[src/inc/acpra_pkg.sv]
package acpra_pkg;

   localparam int unsigned SEL_W   = 3;
   localparam int unsigned CONV_W  = 12;
   localparam int unsigned WORD_W  = 16;
   localparam int unsigned BYTE_W  = 8;

   // Selector codes
   localparam logic [SEL_W-1:0] SEL_RESULT  = 3'h0;
   localparam logic [SEL_W-1:0] SEL_STATUS  = 3'h1;
   localparam logic [SEL_W-1:0] SEL_CONFIG  = 3'h2;
   localparam logic [SEL_W-1:0] SEL_LOW     = 3'h3;
   localparam logic [SEL_W-1:0] SEL_HIGH    = 3'h4;
   localparam logic [SEL_W-1:0] SEL_HYST    = 3'h5;
   localparam logic [SEL_W-1:0] SEL_LOWEST  = 3'h6;
   localparam logic [SEL_W-1:0] SEL_HIGHEST = 3'h7;

   // Field positions
   localparam int unsigned RES_ALERT_BIT   = 15;
   localparam int unsigned STAT_OVER_BIT   = 1;
   localparam int unsigned STAT_UNDER_BIT  = 0;
   localparam int unsigned CFG_CYCLE_HI    = 7;
   localparam int unsigned CFG_CYCLE_LO    = 5;
   localparam int unsigned CFG_HOLD_BIT    = 4;
   localparam int unsigned CFG_FLAG_EN_BIT = 3;

   // Reset values and fill
   localparam logic [SEL_W-1:0]  PTR_RESET    = 3'h0;
   localparam logic [CONV_W-1:0] CONV_RESET   = 12'h000;
   localparam logic              FLAG_RESET   = 1'h0;
   localparam logic [WORD_W-1:0] WORD_RESET   = 16'h0000;
   localparam logic [BYTE_W-1:0] BYTE_RESET   = 8'h00;
   localparam logic [2:0]        RES_RSVD     = 3'h0;
   localparam logic [5:0]        STAT_RSVD    = 6'h00;

   typedef struct packed {
      logic [CONV_W-1:0] low;
      logic [CONV_W-1:0] high;
      logic [CONV_W-1:0] hysteresis_amount;
   } acpra_limits_t;

   typedef struct packed {
      logic [SEL_W-1:0]  sel;
      logic [WORD_W-1:0] data;
   } acpra_ext_wr_t;

   typedef enum logic [1:0] {
      WR_PTR = 2'b00,
      WR_HI  = 2'b01,
      WR_LO  = 2'b10
   } acpra_wr_state_t;

endpackage : acpra_pkg

[src/rtl/acpra_flag.sv]
`timescale 1ns/1ps
module acpra_flag
   import acpra_pkg::*;
(
   input  wire logic ref_clk_i,
   input  wire logic nrst_i,
   input  wire logic set_i,
   input  wire logic relax_i,
   input  wire logic hold_i,
   input  wire logic wr_clr_i,
   output logic      flag_o
);

   logic flag;
   logic next_flag;

   // Set wins over any clear in the same cycle
   assign next_flag = set_i | (flag & ~wr_clr_i & ~(relax_i & ~hold_i));

   always_ff @(posedge ref_clk_i) begin
      if (!nrst_i) begin
         flag <= FLAG_RESET;
      end else begin
         flag <= next_flag;
      end
   end

   assign flag_o = flag;

   flag_set_a: assert property (
      @(posedge ref_clk_i) disable iff (!nrst_i) set_i |=> flag_o)
      else $error("flag not set after event");

   flag_wclr_a: assert property (
      @(posedge ref_clk_i) disable iff (!nrst_i) wr_clr_i && !set_i |=> !flag_o)
      else $error("flag not cleared by written one");

   flag_relax_a: assert property (
      @(posedge ref_clk_i) disable iff (!nrst_i)
      relax_i && !hold_i && !set_i |=> !flag_o)
      else $error("flag did not self-clear");

   flag_hold_a: assert property (
      @(posedge ref_clk_i) disable iff (!nrst_i)
      flag_o && hold_i && !wr_clr_i |=> flag_o)
      else $error("held flag cleared without write");

endmodule : acpra_flag

[src/rtl/acpra_result.sv]
`timescale 1ns/1ps
module acpra_result
   import acpra_pkg::*;
(
   input  wire logic              ref_clk_i,
   input  wire logic              nrst_i,
   input  wire logic              done_i,
   input  wire logic [CONV_W-1:0] data_i,
   output logic      [CONV_W-1:0] result_o
);

   logic [CONV_W-1:0] result;

   // Only a finished conversion loads the value; bus writes never reach it
   always_ff @(posedge ref_clk_i) begin
      if (!nrst_i) begin
         result <= CONV_RESET;
      end else if (done_i) begin
         result <= data_i;
      end
   end

   assign result_o = result;

   res_load_a: assert property (
      @(posedge ref_clk_i) disable iff (!nrst_i)
      done_i |=> result_o == $past(data_i))
      else $error("result not loaded on completion");

   res_keep_a: assert property (
      @(posedge ref_clk_i) disable iff (!nrst_i) !done_i |=> $stable(result_o))
      else $error("result changed without conversion");

endmodule : acpra_result

[src/rtl/acpra_regs.sv]
// Functional notes
// First byte of each write transaction loads the select pointer.
// Later write bytes and all reads go to the pointer-selected register.
// Only pointer bits 2..0 select; controller writes zeros above them.
// Pointer clears to zero at reset, selecting the conversion result.
// Selector decode 0..7; all but the result are readable and writable.
// Result read in normal mode starts a conversion; holds latest result.
// Result in bits 11..0, straight binary; bits 14..12 read zero.
// Result register ignores writes and resets to zero.
// Bit 15 reads one only if flag enable set and any alert flag set.
// Status resets to zero; bits 7..2 read zero, written as zero.
// Over-range flag bit 1 sets when a result exceeds the upper limit.
// Under-range flag bit 0 sets when a result is below the lower limit.
// Writing one to a flag clears it; writing zero leaves it.
// Without hold, over flag clears below upper limit minus hysteresis.
// Without hold, under flag clears above lower limit plus hysteresis.
// With hold on, flags clear only by a written one.
// Configuration bit 4 selects alert hold.
// Configuration bit 3 enables the summary alert bit 15.
// Pointer keeps its value until the next write transaction replaces it.
`timescale 1ns/1ps
module acpra_regs
   import acpra_pkg::*;
(
   input  wire logic                ref_clk_i,
   input  wire logic                nrst_i,
   input  wire logic                wr_valid_i,
   input  wire logic                wr_first_i,
   input  wire logic [BYTE_W-1:0]   wr_byte_i,
   input  wire logic                rd_req_i,
   output logic      [WORD_W-1:0]   rd_data_o,
   output logic                     rd_wide_o,
   output logic                     rd_valid_o,
   input  wire logic [WORD_W-1:0]   ext_rd_data_i,
   output logic                     ext_wr_o,
   output acpra_ext_wr_t            ext_wr_data_o,
   input  wire logic [BYTE_W-1:0]   cfg_i,
   input  wire acpra_limits_t       limits_i,
   input  wire logic                conv_done_i,
   input  wire logic [CONV_W-1:0]   conv_data_i,
   output logic                     conv_start_o,
   output logic      [SEL_W-1:0]    sel_o,
   output logic      [1:0]          alert_flags_o
);

   logic [SEL_W-1:0]  ptr;
   acpra_wr_state_t   state;
   acpra_wr_state_t   next_state;
   logic [BYTE_W-1:0] hi_byte;
   logic [CONV_W-1:0] result;
   logic              over_flag;
   logic              under_flag;
   logic [WORD_W-1:0] rd_data;
   logic              rd_wide;
   logic              rd_valid;
   logic              ext_wr;
   acpra_ext_wr_t     ext_wr_data;
   logic              conv_start;

   // Configuration decode
   wire cfg_hold    = cfg_i[CFG_HOLD_BIT];
   wire cfg_flag_en = cfg_i[CFG_FLAG_EN_BIT];
   wire cfg_auto    = |cfg_i[CFG_CYCLE_HI:CFG_CYCLE_LO];

   // Byte classification
   wire ptr_byte  = wr_valid_i & wr_first_i;
   wire data_byte = wr_valid_i & ~wr_first_i & (state != WR_PTR);

   // Status and configuration are one byte wide, the rest two
   wire sel_narrow = (ptr == SEL_STATUS) | (ptr == SEL_CONFIG);
   wire sel_wide   = ~sel_narrow;

   wire wr_hi_byte = data_byte & (state == WR_HI);
   wire wr_lo_byte = data_byte & (state == WR_LO);

   // Result is read only, status is handled here
   wire ext_narrow = wr_hi_byte & (ptr == SEL_CONFIG);
   wire ext_wide   = wr_lo_byte & (ptr != SEL_RESULT);
   wire next_ext_wr = ext_narrow | ext_wide;

   wire [WORD_W-1:0] ext_word = ext_narrow ? {BYTE_RESET, wr_byte_i}
                                           : {hi_byte, wr_byte_i};

   wire status_wr = wr_hi_byte & (ptr == SEL_STATUS);
   wire over_wclr  = status_wr & wr_byte_i[STAT_OVER_BIT];
   wire under_wclr = status_wr & wr_byte_i[STAT_UNDER_BIT];

   // Limit comparison, widened so the hysteresis sums cannot wrap
   wire [CONV_W:0] data_x = {1'b0, conv_data_i};
   wire [CONV_W:0] high_x = {1'b0, limits_i.high};
   wire [CONV_W:0] low_x  = {1'b0, limits_i.low};
   wire [CONV_W:0] hyst_x = {1'b0, limits_i.hysteresis_amount};
   wire [CONV_W:0] data_plus_hyst = data_x + hyst_x;
   wire [CONV_W:0] low_plus_hyst  = low_x + hyst_x;

   wire over_set    = conv_done_i & (data_x > high_x);
   wire under_set   = conv_done_i & (data_x < low_x);
   wire over_relax  = conv_done_i & (data_plus_hyst < high_x);
   wire under_relax = conv_done_i & (data_x > low_plus_hyst);

   // Read selection
   wire alert_sum = cfg_flag_en & (over_flag | under_flag);
   wire [WORD_W-1:0] result_word = {alert_sum, RES_RSVD, result};
   wire [WORD_W-1:0] status_word = {BYTE_RESET, STAT_RSVD, over_flag,
                                    under_flag};
   wire [WORD_W-1:0] sel_word = (ptr == SEL_RESULT) ? result_word :
                                (ptr == SEL_STATUS) ? status_word :
                                ext_rd_data_i;

   // Reading the result in normal mode kicks a fresh conversion
   wire next_conv_start = rd_req_i & (ptr == SEL_RESULT) & ~cfg_auto;

   always_comb begin
      next_state = state;
      case (state)
         WR_PTR: begin
            if (ptr_byte) begin
               next_state = WR_HI;
            end
         end
         WR_HI: begin
            if (ptr_byte) begin
               next_state = WR_HI;
            end else if (data_byte && sel_wide) begin
               next_state = WR_LO;
            end
         end
         WR_LO: begin
            if (ptr_byte || data_byte) begin
               next_state = WR_HI;
            end
         end
         default: begin
            next_state = WR_PTR;
         end
      endcase
   end

   // Pointer lives across transactions; only a first byte replaces it
   always_ff @(posedge ref_clk_i) begin
      if (!nrst_i) begin
         ptr <= PTR_RESET;
      end else if (ptr_byte) begin
         ptr <= wr_byte_i[SEL_W-1:0];
      end
   end

   always_ff @(posedge ref_clk_i) begin
      if (!nrst_i) begin
         state   <= WR_PTR;
         hi_byte <= BYTE_RESET;
      end else begin
         state <= next_state;
         if (wr_hi_byte) begin
            hi_byte <= wr_byte_i;
         end
      end
   end

   always_ff @(posedge ref_clk_i) begin
      if (!nrst_i) begin
         ext_wr      <= 1'b0;
         ext_wr_data <= '0;
      end else begin
         ext_wr <= next_ext_wr;
         if (next_ext_wr) begin
            ext_wr_data <= '{sel: ptr, data: ext_word};
         end
      end
   end

   // Read word is captured so a flag change mid-transfer cannot tear it
   always_ff @(posedge ref_clk_i) begin
      if (!nrst_i) begin
         rd_data    <= WORD_RESET;
         rd_wide    <= 1'b0;
         rd_valid   <= 1'b0;
         conv_start <= 1'b0;
      end else begin
         rd_valid   <= rd_req_i;
         conv_start <= next_conv_start;
         if (rd_req_i) begin
            rd_data <= sel_word;
            rd_wide <= sel_wide;
         end
      end
   end

   acpra_result u_result (
      .ref_clk_i (ref_clk_i),
      .nrst_i    (nrst_i),
      .done_i    (conv_done_i),
      .data_i    (conv_data_i),
      .result_o  (result)
   );

   acpra_flag u_over (
      .ref_clk_i (ref_clk_i),
      .nrst_i    (nrst_i),
      .set_i     (over_set),
      .relax_i   (over_relax),
      .hold_i    (cfg_hold),
      .wr_clr_i  (over_wclr),
      .flag_o    (over_flag)
   );

   acpra_flag u_under (
      .ref_clk_i (ref_clk_i),
      .nrst_i    (nrst_i),
      .set_i     (under_set),
      .relax_i   (under_relax),
      .hold_i    (cfg_hold),
      .wr_clr_i  (under_wclr),
      .flag_o    (under_flag)
   );

   assign rd_data_o     = rd_data;
   assign rd_wide_o     = rd_wide;
   assign rd_valid_o    = rd_valid;
   assign ext_wr_o      = ext_wr;
   assign ext_wr_data_o = ext_wr_data;
   assign conv_start_o  = conv_start;
   assign sel_o         = ptr;
   assign alert_flags_o = {over_flag, under_flag};

   ptr_load_a: assert property (
      @(posedge ref_clk_i) disable iff (!nrst_i)
      ptr_byte |=> sel_o == $past(wr_byte_i[SEL_W-1:0]))
      else $error("pointer not loaded from first byte");

   ptr_keep_a: assert property (
      @(posedge ref_clk_i) disable iff (!nrst_i)
      !(wr_valid_i && wr_first_i) |=> $stable(sel_o))
      else $error("pointer changed without first byte");

   ptr_reset_a: assert property (
      @(posedge ref_clk_i) $rose(nrst_i) |-> sel_o == SEL_RESULT)
      else $error("pointer not zero after reset");

   ext_pair_a: assert property (
      @(posedge ref_clk_i) disable iff (!nrst_i)
      ptr_byte ##1 (wr_valid_i && !wr_first_i && sel_o == SEL_LOW)
      ##1 (wr_valid_i && !wr_first_i)
      |=> ext_wr_o && ext_wr_data_o.sel == SEL_LOW
          && ext_wr_data_o.data == {$past(wr_byte_i, 2), $past(wr_byte_i)})
      else $error("paired write not forwarded");

   res_nowr_a: assert property (
      @(posedge ref_clk_i) disable iff (!nrst_i)
      ext_wr_o |-> ext_wr_data_o.sel != SEL_RESULT && ext_wr_data_o.sel != SEL_STATUS)
      else $error("write forwarded to internal register");

   conv_kick_a: assert property (
      @(posedge ref_clk_i) disable iff (!nrst_i)
      rd_req_i && sel_o == SEL_RESULT && cfg_i[CFG_CYCLE_HI:CFG_CYCLE_LO] == 3'h0
      |=> conv_start_o ##1 !conv_start_o || $past(rd_req_i))
      else $error("result read did not start conversion");

   res_word_a: assert property (
      @(posedge ref_clk_i) disable iff (!nrst_i)
      rd_req_i && sel_o == SEL_RESULT
      |=> rd_valid_o && rd_data_o[14:12] == RES_RSVD && rd_data_o[11:0] == $past(result))
      else $error("result word layout wrong");

   alert_sum_a: assert property (
      @(posedge ref_clk_i) disable iff (!nrst_i)
      rd_req_i && sel_o == SEL_RESULT
      |=> rd_data_o[RES_ALERT_BIT] == $past(cfg_i[CFG_FLAG_EN_BIT] && |alert_flags_o))
      else $error("summary alert bit wrong");

   stat_rsvd_a: assert property (
      @(posedge ref_clk_i) disable iff (!nrst_i)
      rd_req_i && sel_o == SEL_STATUS |=> rd_data_o[15:2] == 14'h0000 && !rd_wide_o)
      else $error("status reserved bits not zero");

   over_limit_a: assert property (
      @(posedge ref_clk_i) disable iff (!nrst_i)
      conv_done_i && conv_data_i > limits_i.high |=> alert_flags_o[STAT_OVER_BIT])
      else $error("over-range flag not set");

   under_limit_a: assert property (
      @(posedge ref_clk_i) disable iff (!nrst_i)
      conv_done_i && conv_data_i < limits_i.low |=> alert_flags_o[STAT_UNDER_BIT])
      else $error("under-range flag not set");

   under_relax_a: assert property (
      @(posedge ref_clk_i) disable iff (!nrst_i)
      under_relax && !cfg_i[CFG_HOLD_BIT] |=> !alert_flags_o[STAT_UNDER_BIT])
      else $error("under-range flag did not self-clear");

endmodule : acpra_regs

[config.mk]
export PLATFORM = sky130hd
export DESIGN_NAME = acpra_regs
export DESIGN_NICKNAME = d
export VERILOG_FILES = /design/src/inc/acpra_pkg.sv /design/src/rtl/acpra_flag.sv /design/src/rtl/acpra_result.sv /design/src/rtl/acpra_regs.sv
export SDC_FILE = /design/constraint.sdc
export NUM_CORES = 1
export LEC_CHECK = 0
export BUFFER_PORTS_ARGS = -buffer_cell sky130_fd_sc_hd__buf_2
export CAP_MARGIN = 25
export CORE_ASPECT_RATIO = 0.5
export CORE_UTILIZATION = 40
export DETAILED_ROUTE_END_ITERATION = 12
export PLACE_DENSITY = 0.68
export SYNTH_ARGS = -nofsm -noshare
export SYNTH_HDL_FRONTEND = slang
export SYNTH_SLANG_ARGS = --single-unit
export TNS_END_PERCENT = 10
[constraint.sdc]
create_clock -name ref_clk_i -period 3.6 [get_ports ref_clk_i]
set_input_delay 0.18 -clock ref_clk_i [delete_from_list [all_inputs] [get_ports ref_clk_i]]
set_output_delay 0.18 -clock ref_clk_i [all_outputs]
set_load 0.01 [all_outputs]
==> results of run 1 <==
[cell usage after synthesis, types with 3 or more instances]
cell,n
nand4_1,9
nand3_1,24
a21boi_0,15
ha_1,70
or3_1,5
nor3_1,11
mux2i_1,34
clkbuf_1,16
a21oi_1,19
a21o_1,14
nor2_1,31
nand2b_1,8
xor2_1,5
nand3b_1,11
xnor2_1,14
o211ai_1,4
dfxtp_1,66
o21a_1,3
a31oi_1,4
nand2_1,46
nor2b_1,30
and2_1,3
a2111oi_0,4
o211a_1,12
o31ai_1,3
o21ai_0,24
inv_1,35
[final cells by class]
class                           count  area share
Tap cell                          165      0.0348
Sequential cell                    66       0.223
Timing Repair Buffer              130       0.112
Clock buffer                       10      0.0403
Multi-Input combinational cell    435       0.553
Clock inverter                      6      0.0152
Inverter                           35      0.0221
[worst min-delay path, delay by kind of cell]
| kind | cells | cell delay [ps] |
|---|---|---|
| buf+inv | 1 | 70 |
| simple gates | 3 | 120 |
[final timing paths]
check                                                    start                             end  cells past startpoint
worst max register to register           sel_o[2]$_SDFFE_PN0P_        u_over.flag_o$_SDFF_PN0_                      5
worst min-delay path                                  cfg_i[7]         conv_start_o$_SDFF_PN0_                      4
worst min register to register  ext_wr_data_o[17]$_SDFFE_PN0P_  ext_wr_data_o[17]$_SDFFE_PN0P_                      2
worst max-delay path                            conv_data_i[0]        u_over.flag_o$_SDFF_PN0_                     15
[state kept, by name, summed over array words and instances, names as in the netlist]
| signal | cells |
|---|---|
| sel_o | 3 |
| ext_wr_data_o | 19 |
| ext_wr_o | 1 |
| rd_data_o | 16 |
| hi_byte | 8 |
| conv_start_o | 1 |
| u_over.flag_o | 1 |
| u_under.flag_o | 1 |
| rd_valid_o | 1 |
| u_result.result_o | 12 |
| state | 2 |
| rd_wide_o | 1 |
[kinds of logic after synthesis]
family | synth area share
muxes | 0.0697
DFF | 0.270
AOI/OAI and AO/OA | 0.178
buffers and inverters | 0.0569
xor gates and xnor gates | 0.0341
and+or+nand+nor | 0.203
adders and majority gates | 0.188
[what timing repair did]
item                                   in CTS  in global routing
endpoints found under the hold margin       1                  0
hold buffers                                1                  0
buffers inserted                            0                  0
[layout by cell type (no fill, tap or decap), drive strengths merged, types with 4 or more instances in the layout]
cell / instances
nand4: 9
a21oi: 19
a2111oi: 5
a31oi: 4
xnor2: 14
nand2: 46
a21boi: 15
inv: 35
mux2i: 34
nand3b: 11
or3: 6
nand2b: 8
xor2: 5
a21o: 14
nor3: 11
o211a: 12
nor2: 31
buf: 129
o211ai: 4
dfxtp: 66
clkbuf: 10
and2: 4
ha: 70
o21ai: 24
nor2b: 31
nand3: 24
[metal layers]
metal | global-route usage | part of all wire | wire length [um]
met3 | 0.0227 | 0.047 | 576
met1 | 0.248 | 0.46 | 5750
met2 | 0.353 | 0.47 | 5860
met4 | 0.0683 | 0.016 | 192
met5 | 0 | 0 | 0
[power by group]
part / leakage [nW] / internal [mW] / switching (mW)
registers: 0.539 / 0.759 / 0.0230
logic: 2.33 / 0.265 / 0.316
clock network: 0.159 / 0.626 / 0.326
[stage by stage]
stage | cells | cell area, um^2 | setup TNS, ps
after floorplan | 560 | 4880 | 0
after global placement | 830 | 5600 | 0
after detailed placement | 830 | 5600 | -20.0
after CTS | 847 | 5940 | 0
after global routing | 847 | 5940 | 0
final | 847 | 5940 | 0
==> impl_metrics.env, run 1 <==
export IMPL_initial_core_util=0.413
export IMPL_fp_row_count=28
export IMPL_vias_per_cell=5.21
export IMPL_ys_async_sr_fraction=0
export IMPL_num_io_pins=130
export IMPL_crit_type="in -> reg"
export IMPL_yosys_warnings=0
export IMPL_synth_edff_count=0
export IMPL_insertedDiodeCount=0
export IMPL_grt_pass1_vias=4153
export IMPL_die_x_um=158
export IMPL_peakVddDrop_uv=236
export IMPL_dr_pass1_iters=4
export IMPL_powerDensity_nw_per_um2=390
export IMPL_critical_path_max_fanout=4
export IMPL_r2r_slack_ps=1530
export IMPL_period_needed_ps=3300
export IMPL_grt_pass1_wl_um=19700
export IMPL_fin_ws_ps=301
export IMPL_area_growth_pct=21.5
export IMPL_critPathTopFamily="compound AO/OA/AOI/OAI gates"
export IMPL_cts_tree="done"
export IMPL_routed_wl_um=12400
export IMPL_leakagePower_nw=3.03
export IMPL_ys_flop_type="dfxtp_1"
export IMPL_endpoint_kind="flop"
export IMPL_synth_top_area_share=0.270
export IMPL_fin_nets=835
export IMPL_fp_dieArea_um2=12700
export IMPL_gp_congestion=0.815
export IMPL_synth_cell_types=57
export IMPL_cap_violations=0
export IMPL_seq_area_frac_synth=0.270
export IMPL_antenna_found_initial=0
export IMPL_yosys_area_top_type="dfxtp_1"
export IMPL_finalHoldViolCount=0
export IMPL_arrival_ps=3520
export IMPL_drt_iter0_markers=192
export IMPL_clockRootBuffer="clkbuf_16"
export IMPL_numCtsBuffers=9
export IMPL_crit_path_max_incr_delay_ps=430
export IMPL_finalSetupViolCount=0
export IMPL_fmax_mhz=303
export IMPL_numClockSinks=66
export IMPL_seq_area_um2=1320
export IMPL_synth_seq_cells=66
export IMPL_hold_path_class="in -> reg"
export IMPL_synthTopCellsByArea="dfxtp_1 27%, ha_1 18%, mux2i_1 7.0%"
export IMPL_synthCells=560
export IMPL_fill_cells=1190
export IMPL_cpMaxStageDelayCell="o311ai_0"
export IMPL_drive_above_1_share=0.224
export IMPL_worst_pin_slew_ps=803
export IMPL_cp_start_kind="primary input"
export IMPL_grt_max_degree=43
export IMPL_ant_nets=0
export IMPL_vias=4417
export IMPL_fin_crit_sh=0.916
export IMPL_clk_pin_slew_ps=60
export IMPL_skew_ps=7.61
export IMPL_maxSlewViolCount=0
export IMPL_path_cells="buf_2 > ha_1 > inv_1 > fa_1 > nor2b_1 > o21ai_0 > a21oi_1 > o41ai_2 > o311ai_0 > ha_1 > a2111oi_0 > o211ai_1 > a21oi_1 > o311ai_0 > a211o_1"
export IMPL_gr_total_overflow=0
export IMPL_track_usage=0.198
export IMPL_floorplan_die_height_um=80.1
export IMPL_p_total_mw=2.32
export IMPL_required_ps=3820
export IMPL_synth_area_um2=4880
export IMPL_whs_ps=85.2
export IMPL_cts_resized=0
export IMPL_dp_slack_ps=-20.0
export IMPL_ctsLongestPathBuffers=2
export IMPL_detailed_place_hpwl_um=9980
export IMPL_port_buffers=126
export IMPL_wire_per_inst_um=14.6
export IMPL_fin_util=0.501
export IMPL_syn_nets=718
export IMPL_relSlewSlack=0.462
export IMPL_htreeDepth=3
export IMPL_outcome="completed"
export IMPL_grt_setup_unrepaired="no"
export IMPL_multi_input_area_um2=3290
export IMPL_crit_buf_inv=2
export IMPL_drcViolationCount=0
export IMPL_core_area_um2=11800
export IMPL_synth_area_per_cell_um2=8.72
export IMPL_clk_latency_ps=330
(Power assumes the default switching activity.)
==> run 2: changes to the inputs <==
--- a/config.mk
+++ b/config.mk
@@ -9,6 +9,7 @@
 export CAP_MARGIN = 25
 export CORE_ASPECT_RATIO = 0.5
 export CORE_UTILIZATION = 40
+export CTS_BUF_LIST = sky130_fd_sc_hd__clkbuf_8
 export DETAILED_ROUTE_END_ITERATION = 12
 export PLACE_DENSITY = 0.68
 export SYNTH_ARGS = -nofsm -noshare
==> run 2 against run 1 <==
Net effect: worst hold slack worse by 22 ps; routed wire length shrank 0.41%; largest power group is now registers; flip-flop and latch count is the same; largest cell class unchanged; global-route usage about the same; highest routed layer unchanged; sequential power about the same; via count fell by 0.70%; clock skew is 4.8 ps higher; register-to-register slack about the same.
==> impl_metrics.env, run 2 (synthesized netlist as in run 1, its figures left out) <==
export IMPL_dr_pass1_iters=4
export IMPL_fp_row_count=28
export IMPL_layout_commonest_cell="buf_2"
export IMPL_port_buffers=126
export IMPL_hold_path_class="in -> reg"
export IMPL_numClockSinks=66
export IMPL_critPathTopFamily="compound AO/OA/AOI/OAI gates"
export IMPL_grt_pass1_vias=4148
export IMPL_required_ps=3850
export IMPL_fill_cells=1202
export IMPL_postCtsSetupBuffers=0
export IMPL_numCtsBuffers=9
export IMPL_crit_path_max_incr_delay_ps=430
export IMPL_crit_buf_inv=2
export IMPL_fin_tns_setup_ps=0
export IMPL_period_needed_ps=3260
export IMPL_fin_ws_ps=342
export IMPL_vias_per_cell=5.18
export IMPL_endpoint_kind="flop"
export IMPL_leakagePower_nw=2.98
export IMPL_fmax_mhz=307
export IMPL_p_total_mw=2.07
export IMPL_maxSlewViolCount=0
export IMPL_largest_reg_flops=19
export IMPL_cpMaxStageDelayCell="o311ai_0"
export IMPL_cts_tree="done"
export IMPL_fin_nets=835
export IMPL_wire_per_inst_um=14.6
export IMPL_area_growth_pct=19.5
export IMPL_dp_slack_ps=-20.0
export IMPL_htreeDepth=3
export IMPL_fin_util=0.493
export IMPL_crit_type="in -> reg"
export IMPL_fin_crit_sh=0.905
export IMPL_final_cell_area_um2=5840
export IMPL_drive_above_1_share=0.224
export IMPL_ctsLongestPathBuffers=2
export IMPL_clk_latency_ps=350
export IMPL_drt_iter0_markers=207
export IMPL_antenna_found_initial=0
export IMPL_arrival_ps=3500
export IMPL_floorplan_die_height_um=80.1
export IMPL_grt_setup_unrepaired="no"
export IMPL_skew_ps=12.4
export IMPL_worst_pin_slew_ps=787
export IMPL_gr_total_overflow=0
export IMPL_seq_area_um2=1320
export IMPL_clockRootBuffer="clkbuf_8"
export IMPL_place_area_um2=5600
export IMPL_cp_start_kind="primary input"
export IMPL_routed_wl_um=12300
export IMPL_outcome="completed"
export IMPL_cap_violations=0
export IMPL_ant_nets=0
export IMPL_grt_pass1_wl_um=19600
export IMPL_finalSetupViolCount=0
export IMPL_path_cells="buf_2 > ha_1 > inv_1 > fa_1 > nor2b_1 > o21ai_0 > a21oi_1 > o41ai_2 > o311ai_0 > ha_1 > a2111oi_0 > o211ai_1 > a21oi_1 > o311ai_0 > a211o_1"
export IMPL_powerDensity_nw_per_um2=354
export IMPL_initial_core_util=0.413
export IMPL_finalHoldViolCount=0
export IMPL_gp_congestion=0.815
export IMPL_vias=4386
export IMPL_relSlewSlack=0.473
export IMPL_drcViolationCount=0
export IMPL_num_io_pins=130
export IMPL_layout_common_cells="126 x buf_2, 70 x ha_1, 66 x dfxtp_1, 46 x nand2_1, 35 x inv_1"
export IMPL_critical_path_max_fanout=4
export IMPL_multi_input_area_um2=3290
export IMPL_grt_max_degree=43
export IMPL_detailed_place_hpwl_um=9980
export IMPL_die_x_um=158
export IMPL_core_area_um2=11800
export IMPL_insertedDiodeCount=0
export IMPL_clk_pin_slew_ps=80
export IMPL_peakVddDrop_uv=170
export IMPL_fp_dieArea_um2=12700
export IMPL_track_usage=0.198
==> run 2: cell counts in the layout (fill, tap and decap cells not counted) <==
No cell type changed its count.
==> run 2: per-stage QoR <==
| stage | cells | hold slack [ps] |
|---|---|---|
| floorplan | 560 | 257 |
| global placement | 830 | 347 |
| detailed placement | 830 | 351 |
| CTS | 847 | 50.2 |
| global route | 847 | 62.1 |
| finish | 847 | 63.7 |
==> run 2: worst paths after layout <==
kind	from	to	slack [ps]	depth (start not counted)
worst min register to register	ext_wr_data_o[17]$_SDFFE_PN0P_	ext_wr_data_o[17]$_SDFFE_PN0P_	440	2
worst max-delay path	conv_data_i[0]	u_over.flag_o$_SDFF_PN0_	340	15
worst min-delay path	cfg_i[7]	conv_start_o$_SDFF_PN0_	60	4
worst max register to register	sel_o[2]$_SDFFE_PN0P_	u_over.flag_o$_SDFF_PN0_	1520	5
==> run 2: power breakdown <==
part	switching [mW]	total, mW	internal, mW
clock	0.296	0.705	0.410
sequential	0.0228	0.781	0.758
combinational	0.316	0.582	0.265
total	0.635	2.07	1.43
==> run 2: layout make-up <==
class,count,area share
clock inverters,6,0.0154
multi-input cells,435,0.563
flip-flops and latches,66,0.226
repair buffers,130,0.114
clock buffers,10,0.0236
inverters,35,0.0225
well taps,165,0.0354
==> run 2: timing repair <==
| item | 4_1_cts | 5_1_grt |
|---|---|---|
| endpoints found under the hold margin | 1 | 0 |
| hold buffers | 1 | 0 |
| gates resized for setup | 0 | 0 |
==> run 2: layer usage <==
| layer | GRT usage | up-vias | routed length [um] |
|---|---|---|---|
| met3 | 0.0329 | 10 | 538 |
| met1 | 0.250 | 2040 | 5830 |
| li1 | - | 2247 | - |
| met5 | 0 | - | 0 |
| met2 | 0.345 | 89 | 5810 |
| met4 | 0.0596 | 0 | 143 |
==> run 2: worst min-delay path, stage by stage <==
cell and delay, ps:
buf_2 70, nor2_1 30, nand2_1 50, nor3_1 30
==> run 3: changes to the inputs <==
--- a/config.mk
+++ b/config.mk
@@ -5,13 +5,14 @@
 export SDC_FILE = /design/constraint.sdc
 export NUM_CORES = 1
 export LEC_CHECK = 0
+export ABC_AREA = 1
 export BUFFER_PORTS_ARGS = -buffer_cell sky130_fd_sc_hd__buf_2
 export CAP_MARGIN = 25
 export CORE_ASPECT_RATIO = 0.5
 export CORE_UTILIZATION = 40
 export CTS_BUF_LIST = sky130_fd_sc_hd__clkbuf_8
 export DETAILED_ROUTE_END_ITERATION = 12
-export PLACE_DENSITY = 0.68
+export PLACE_DENSITY = 0.69
 export SYNTH_ARGS = -nofsm -noshare
 export SYNTH_HDL_FRONTEND = slang
 export SYNTH_SLANG_ARGS = --single-unit
==> constraint.sdc (replaced) <==
create_clock -name ref_clk_i -period 3.9 [get_ports ref_clk_i]
set_input_delay 0.195 -clock ref_clk_i [delete_from_list [all_inputs] [get_ports ref_clk_i]]
set_output_delay 0.195 -clock ref_clk_i [all_outputs]
set_load 0.01 [all_outputs]
==> run 3 against run 2 <==
Net effect: worst hold slack improved by 11 ps; flip-flop and latch count unchanged; largest power group unchanged; clock skew decreased by 6.0 ps; register-to-register slack improved by 220 ps; utilization increased by 1.3 points; non-clock buffer count decreased by 4; count of clock-buffer cells in the layout decreased by 1; highest routed layer unchanged; largest cell class unchanged.
==> impl_metrics.env, run 3 <==
export IMPL_seq_area_frac_synth=0.284
export IMPL_synth_compound_area_share=0.197
export IMPL_yosys_area_top_type="dfxtp_1"
export IMPL_dp_slack_ps=1130
export IMPL_fp_dieArea_um2=12100
export IMPL_synthCells=636
export IMPL_wire_per_inst_um=13.4
export IMPL_cts_tree="done"
export IMPL_fill_cells=1135
export IMPL_skew_ps=6.43
export IMPL_synth_seq_cells=66
export IMPL_pwr_share_seq=0.368
export IMPL_worst_pin_slew_ps=845
export IMPL_arrival_ps=2630
export IMPL_endpoint_kind="flop"
export IMPL_critPathTopFamily="adder cells"
export IMPL_initial_core_util=0.418
export IMPL_synth_xor_area_frac=0.0357
export IMPL_cp_start_kind="primary input"
export IMPL_hold_buffers=0
export IMPL_busiest_layer="met2"
export IMPL_crit_type="in -> reg"
export IMPL_synth_area_per_cell_um2=7.32
export IMPL_synth_most_common_cell="nand2_1"
export IMPL_synthMuxAreaShare=0
export IMPL_synth_top_area_share=0.284
export IMPL_largest_reg_flops=19
export IMPL_synthAdderAreaFrac=0.197
export IMPL_floorplan_die_height_um=78.3
export IMPL_synth_area_um2=4660
export IMPL_track_usage=0.206
export IMPL_fp_row_count=27
export IMPL_fmax_mhz=417
export IMPL_gp_congestion=0.878
export IMPL_finalNonFillerCells=908
export IMPL_cts_resized=0
export IMPL_r2r_cells=9
export IMPL_reg2reg_to="ext_wr_data_o[2]$_SDFFE_PN0P_"
export IMPL_critical_path_max_fanout=4
export IMPL_routed_wl_um=12100
export IMPL_hold_path_class="in -> reg"
export IMPL_htreeDepth=3
export IMPL_drcViolationCount=0
export IMPL_required_ps=4130
export IMPL_drive_above_1_share=0.198
export IMPL_cpMostUsedCell="nand2_1"
export IMPL_min_to="rd_data_o[14]$_SDFFE_PN0P_"
export IMPL_drt_iter0_markers=296
export IMPL_clockRootBuffer="clkbuf_8"
export IMPL_synth_edff_count=0
export IMPL_fin_crit_sh=0.615
export IMPL_grt_pass1_wl_um=20100
export IMPL_path_cells="buf_2 > ha_1 > inv_1 > fa_1 > o21ai_0 > nand2_1 > nand2_1 > xor2_1 > ha_1 > a21oi_1 > o21a_1 > nand2_1 > nand2_1 > nand2_1 > nand2_1 > nand2_1 > nand2_1 > a21oi_1"
export IMPL_r2r_slack_ps=1740
export IMPL_combPwrFrac=0.278
export IMPL_die_x_um=155
export IMPL_synth_simple_area_share=0.202
export IMPL_ant_nets=0
export IMPL_internal_power_mw=1.36
export IMPL_relSlewSlack=0.437
export IMPL_detailed_place_hpwl_um=9720
export IMPL_dr_pass1_iters=4
export IMPL_ctsLongestPathBuffers=2
export IMPL_fin_nets=916
export IMPL_synth_top_family_by_area="simple AND/OR/NAND/NOR gates"
export IMPL_finalSetupViolCount=0
export IMPL_grt_max_degree=53
export IMPL_fin_tns_setup_ps=0
export IMPL_holdPathStages=3
export IMPL_layout_common_cells="126 x buf_2, 109 x nand2_1, 81 x inv_1, 75 x nor2_1, 70 x ha_1"
export IMPL_crit_path_max_incr_delay_ps=400
export IMPL_ys_top_cells_by_count="109 x nand2_1, 80 x inv_1, 75 x nor2_1"
export IMPL_layout_commonest_cell="buf_2"
export IMPL_finalHoldViolCount=0
export IMPL_cap_violations=0
export IMPL_antenna_found_initial=0
export IMPL_ys_async_sr_fraction=0
export IMPL_synthTopCellsByArea="dfxtp_1 28%, ha_1 19%, nand2_1 8.8%"
export IMPL_vias_per_cell=5.15
export IMPL_port_buffers=126
export IMPL_grt_pass1_vias=4411
export IMPL_globalRouteMet1Util=0.254
export IMPL_outcome="completed"
export IMPL_clk_latency_ps=340
export IMPL_crit_buf_inv=2
export IMPL_whs_ps=74.7
export IMPL_leakagePower_nw=2.99
export IMPL_maxSlewViolCount=0
export IMPL_use_met3=0.0370
export IMPL_grt_setup_unrepaired="no"
export IMPL_grt_use_met2=0.372
export IMPL_cpMaxStageDelayCell="o21ai_0"
export IMPL_num_io_pins=130
export IMPL_switching_share=0.313
export IMPL_numCtsBuffers=9
export IMPL_hold_start="ext_rd_data_i[14]"
export IMPL_yosys_warnings=0
export IMPL_clockPowerShare=0.353
export IMPL_powerDensity_nw_per_um2=351
export IMPL_period_needed_ps=2400
export IMPL_dp_cells=892
export IMPL_insertedDiodeCount=0
export IMPL_area_growth_pct=21.0
export IMPL_syn_nets=794
export IMPL_numClockSinks=66
export IMPL_vias=4674
export IMPL_gr_total_overflow=0
export IMPL_rr_startpoint="sel_o[1]$_SDFFE_PN0P_"
export IMPL_clk_pin_slew_ps=80
export IMPL_synth_cell_types=41
export IMPL_postCtsSetupBuffers=0
export IMPL_ys_flop_type="dfxtp_1"
export IMPL_peakVddDrop_uv=150
export IMPL_core_area_um2=11100
export IMPL_switching_power_uw=620
export IMPL_fin_ws_ps=1500
-- run 3: area by class of cell --
class	count	area [um^2]	share of cell area
Clock buffer	9	124	0.0220
Clock inverter	7	119	0.0211
Inverter	85	322	0.0570
Multi-Input combinational cell	470	2940	0.522
Sequential cell	66	1320	0.234
Tap cell	145	181	0.0322
Timing Repair Buffer	126	631	0.112
-- run 3: worst min-delay path: cells and delay by family --
kind          cells  cell delay, ps
buf+inv           1              80
simple gates      2             120
-- run 3: kinds of logic (layout without fill, tap and decap cells) --
family	count (synthesis)	after routing
AOI/OAI and AO/OA	154	154
xor gates and xnor gates	19	19
adders and majority gates	72	72
buffers and inverters	100	227
DFF	66	66
and+or+nand+nor	225	225
-- run 3: worst max-delay path by stage --
stage | start | endpoint | slack, ps | cells after the start
after floorplan | limits_i[0] | u_over.flag_o$_SDFF_PN0_ | 1530 | 17
after CTS | limits_i[0] | u_over.flag_o$_SDFF_PN0_ | 1500 | 18
after global routing | limits_i[4] | u_under.flag_o$_SDFF_PN0_ | 1210 | 17
after detailed placement | limits_i[0] | u_over.flag_o$_SDFF_PN0_ | 1130 | 18
after global placement | limits_i[0] | u_over.flag_o$_SDFF_PN0_ | 1170 | 18
final | limits_i[0] | u_over.flag_o$_SDFF_PN0_ | 1500 | 18
-- run 3: power by group through the flow --
stage / combinational (mW) / sequential [mW] / clock (mW)
final: 0.551 / 0.730 / 0.700
after global routing: 0.633 / 0.734 / 0.738
after CTS: 0.553 / 0.730 / 0.707
after detailed placement: 0.548 / 0.745 / 0
after global placement: 0.533 / 0.744 / 0
after floorplan: 0.376 / 0.749 / 0
-- run 3: per-stage QoR --
stage / total power [mW] / utilization / instance area [um^2]
5_1_grt: 2.10 / 0.506 / 5640
4_1_cts: 1.99 / 0.506 / 5640
6_report: 1.98 / 0.506 / 5640
3_3_place_gp: 1.28 / 0.484 / 5400
3_5_place_dp: 1.29 / 0.484 / 5400
2_1_floorplan: 1.13 / - / 4660
-- run 3: layer usage --
metal,vias up,routed length (um)
li1,2394,-
met1,2174,5710
met2,93,5800
met3,13,457
met4,0,165
met5,-,0
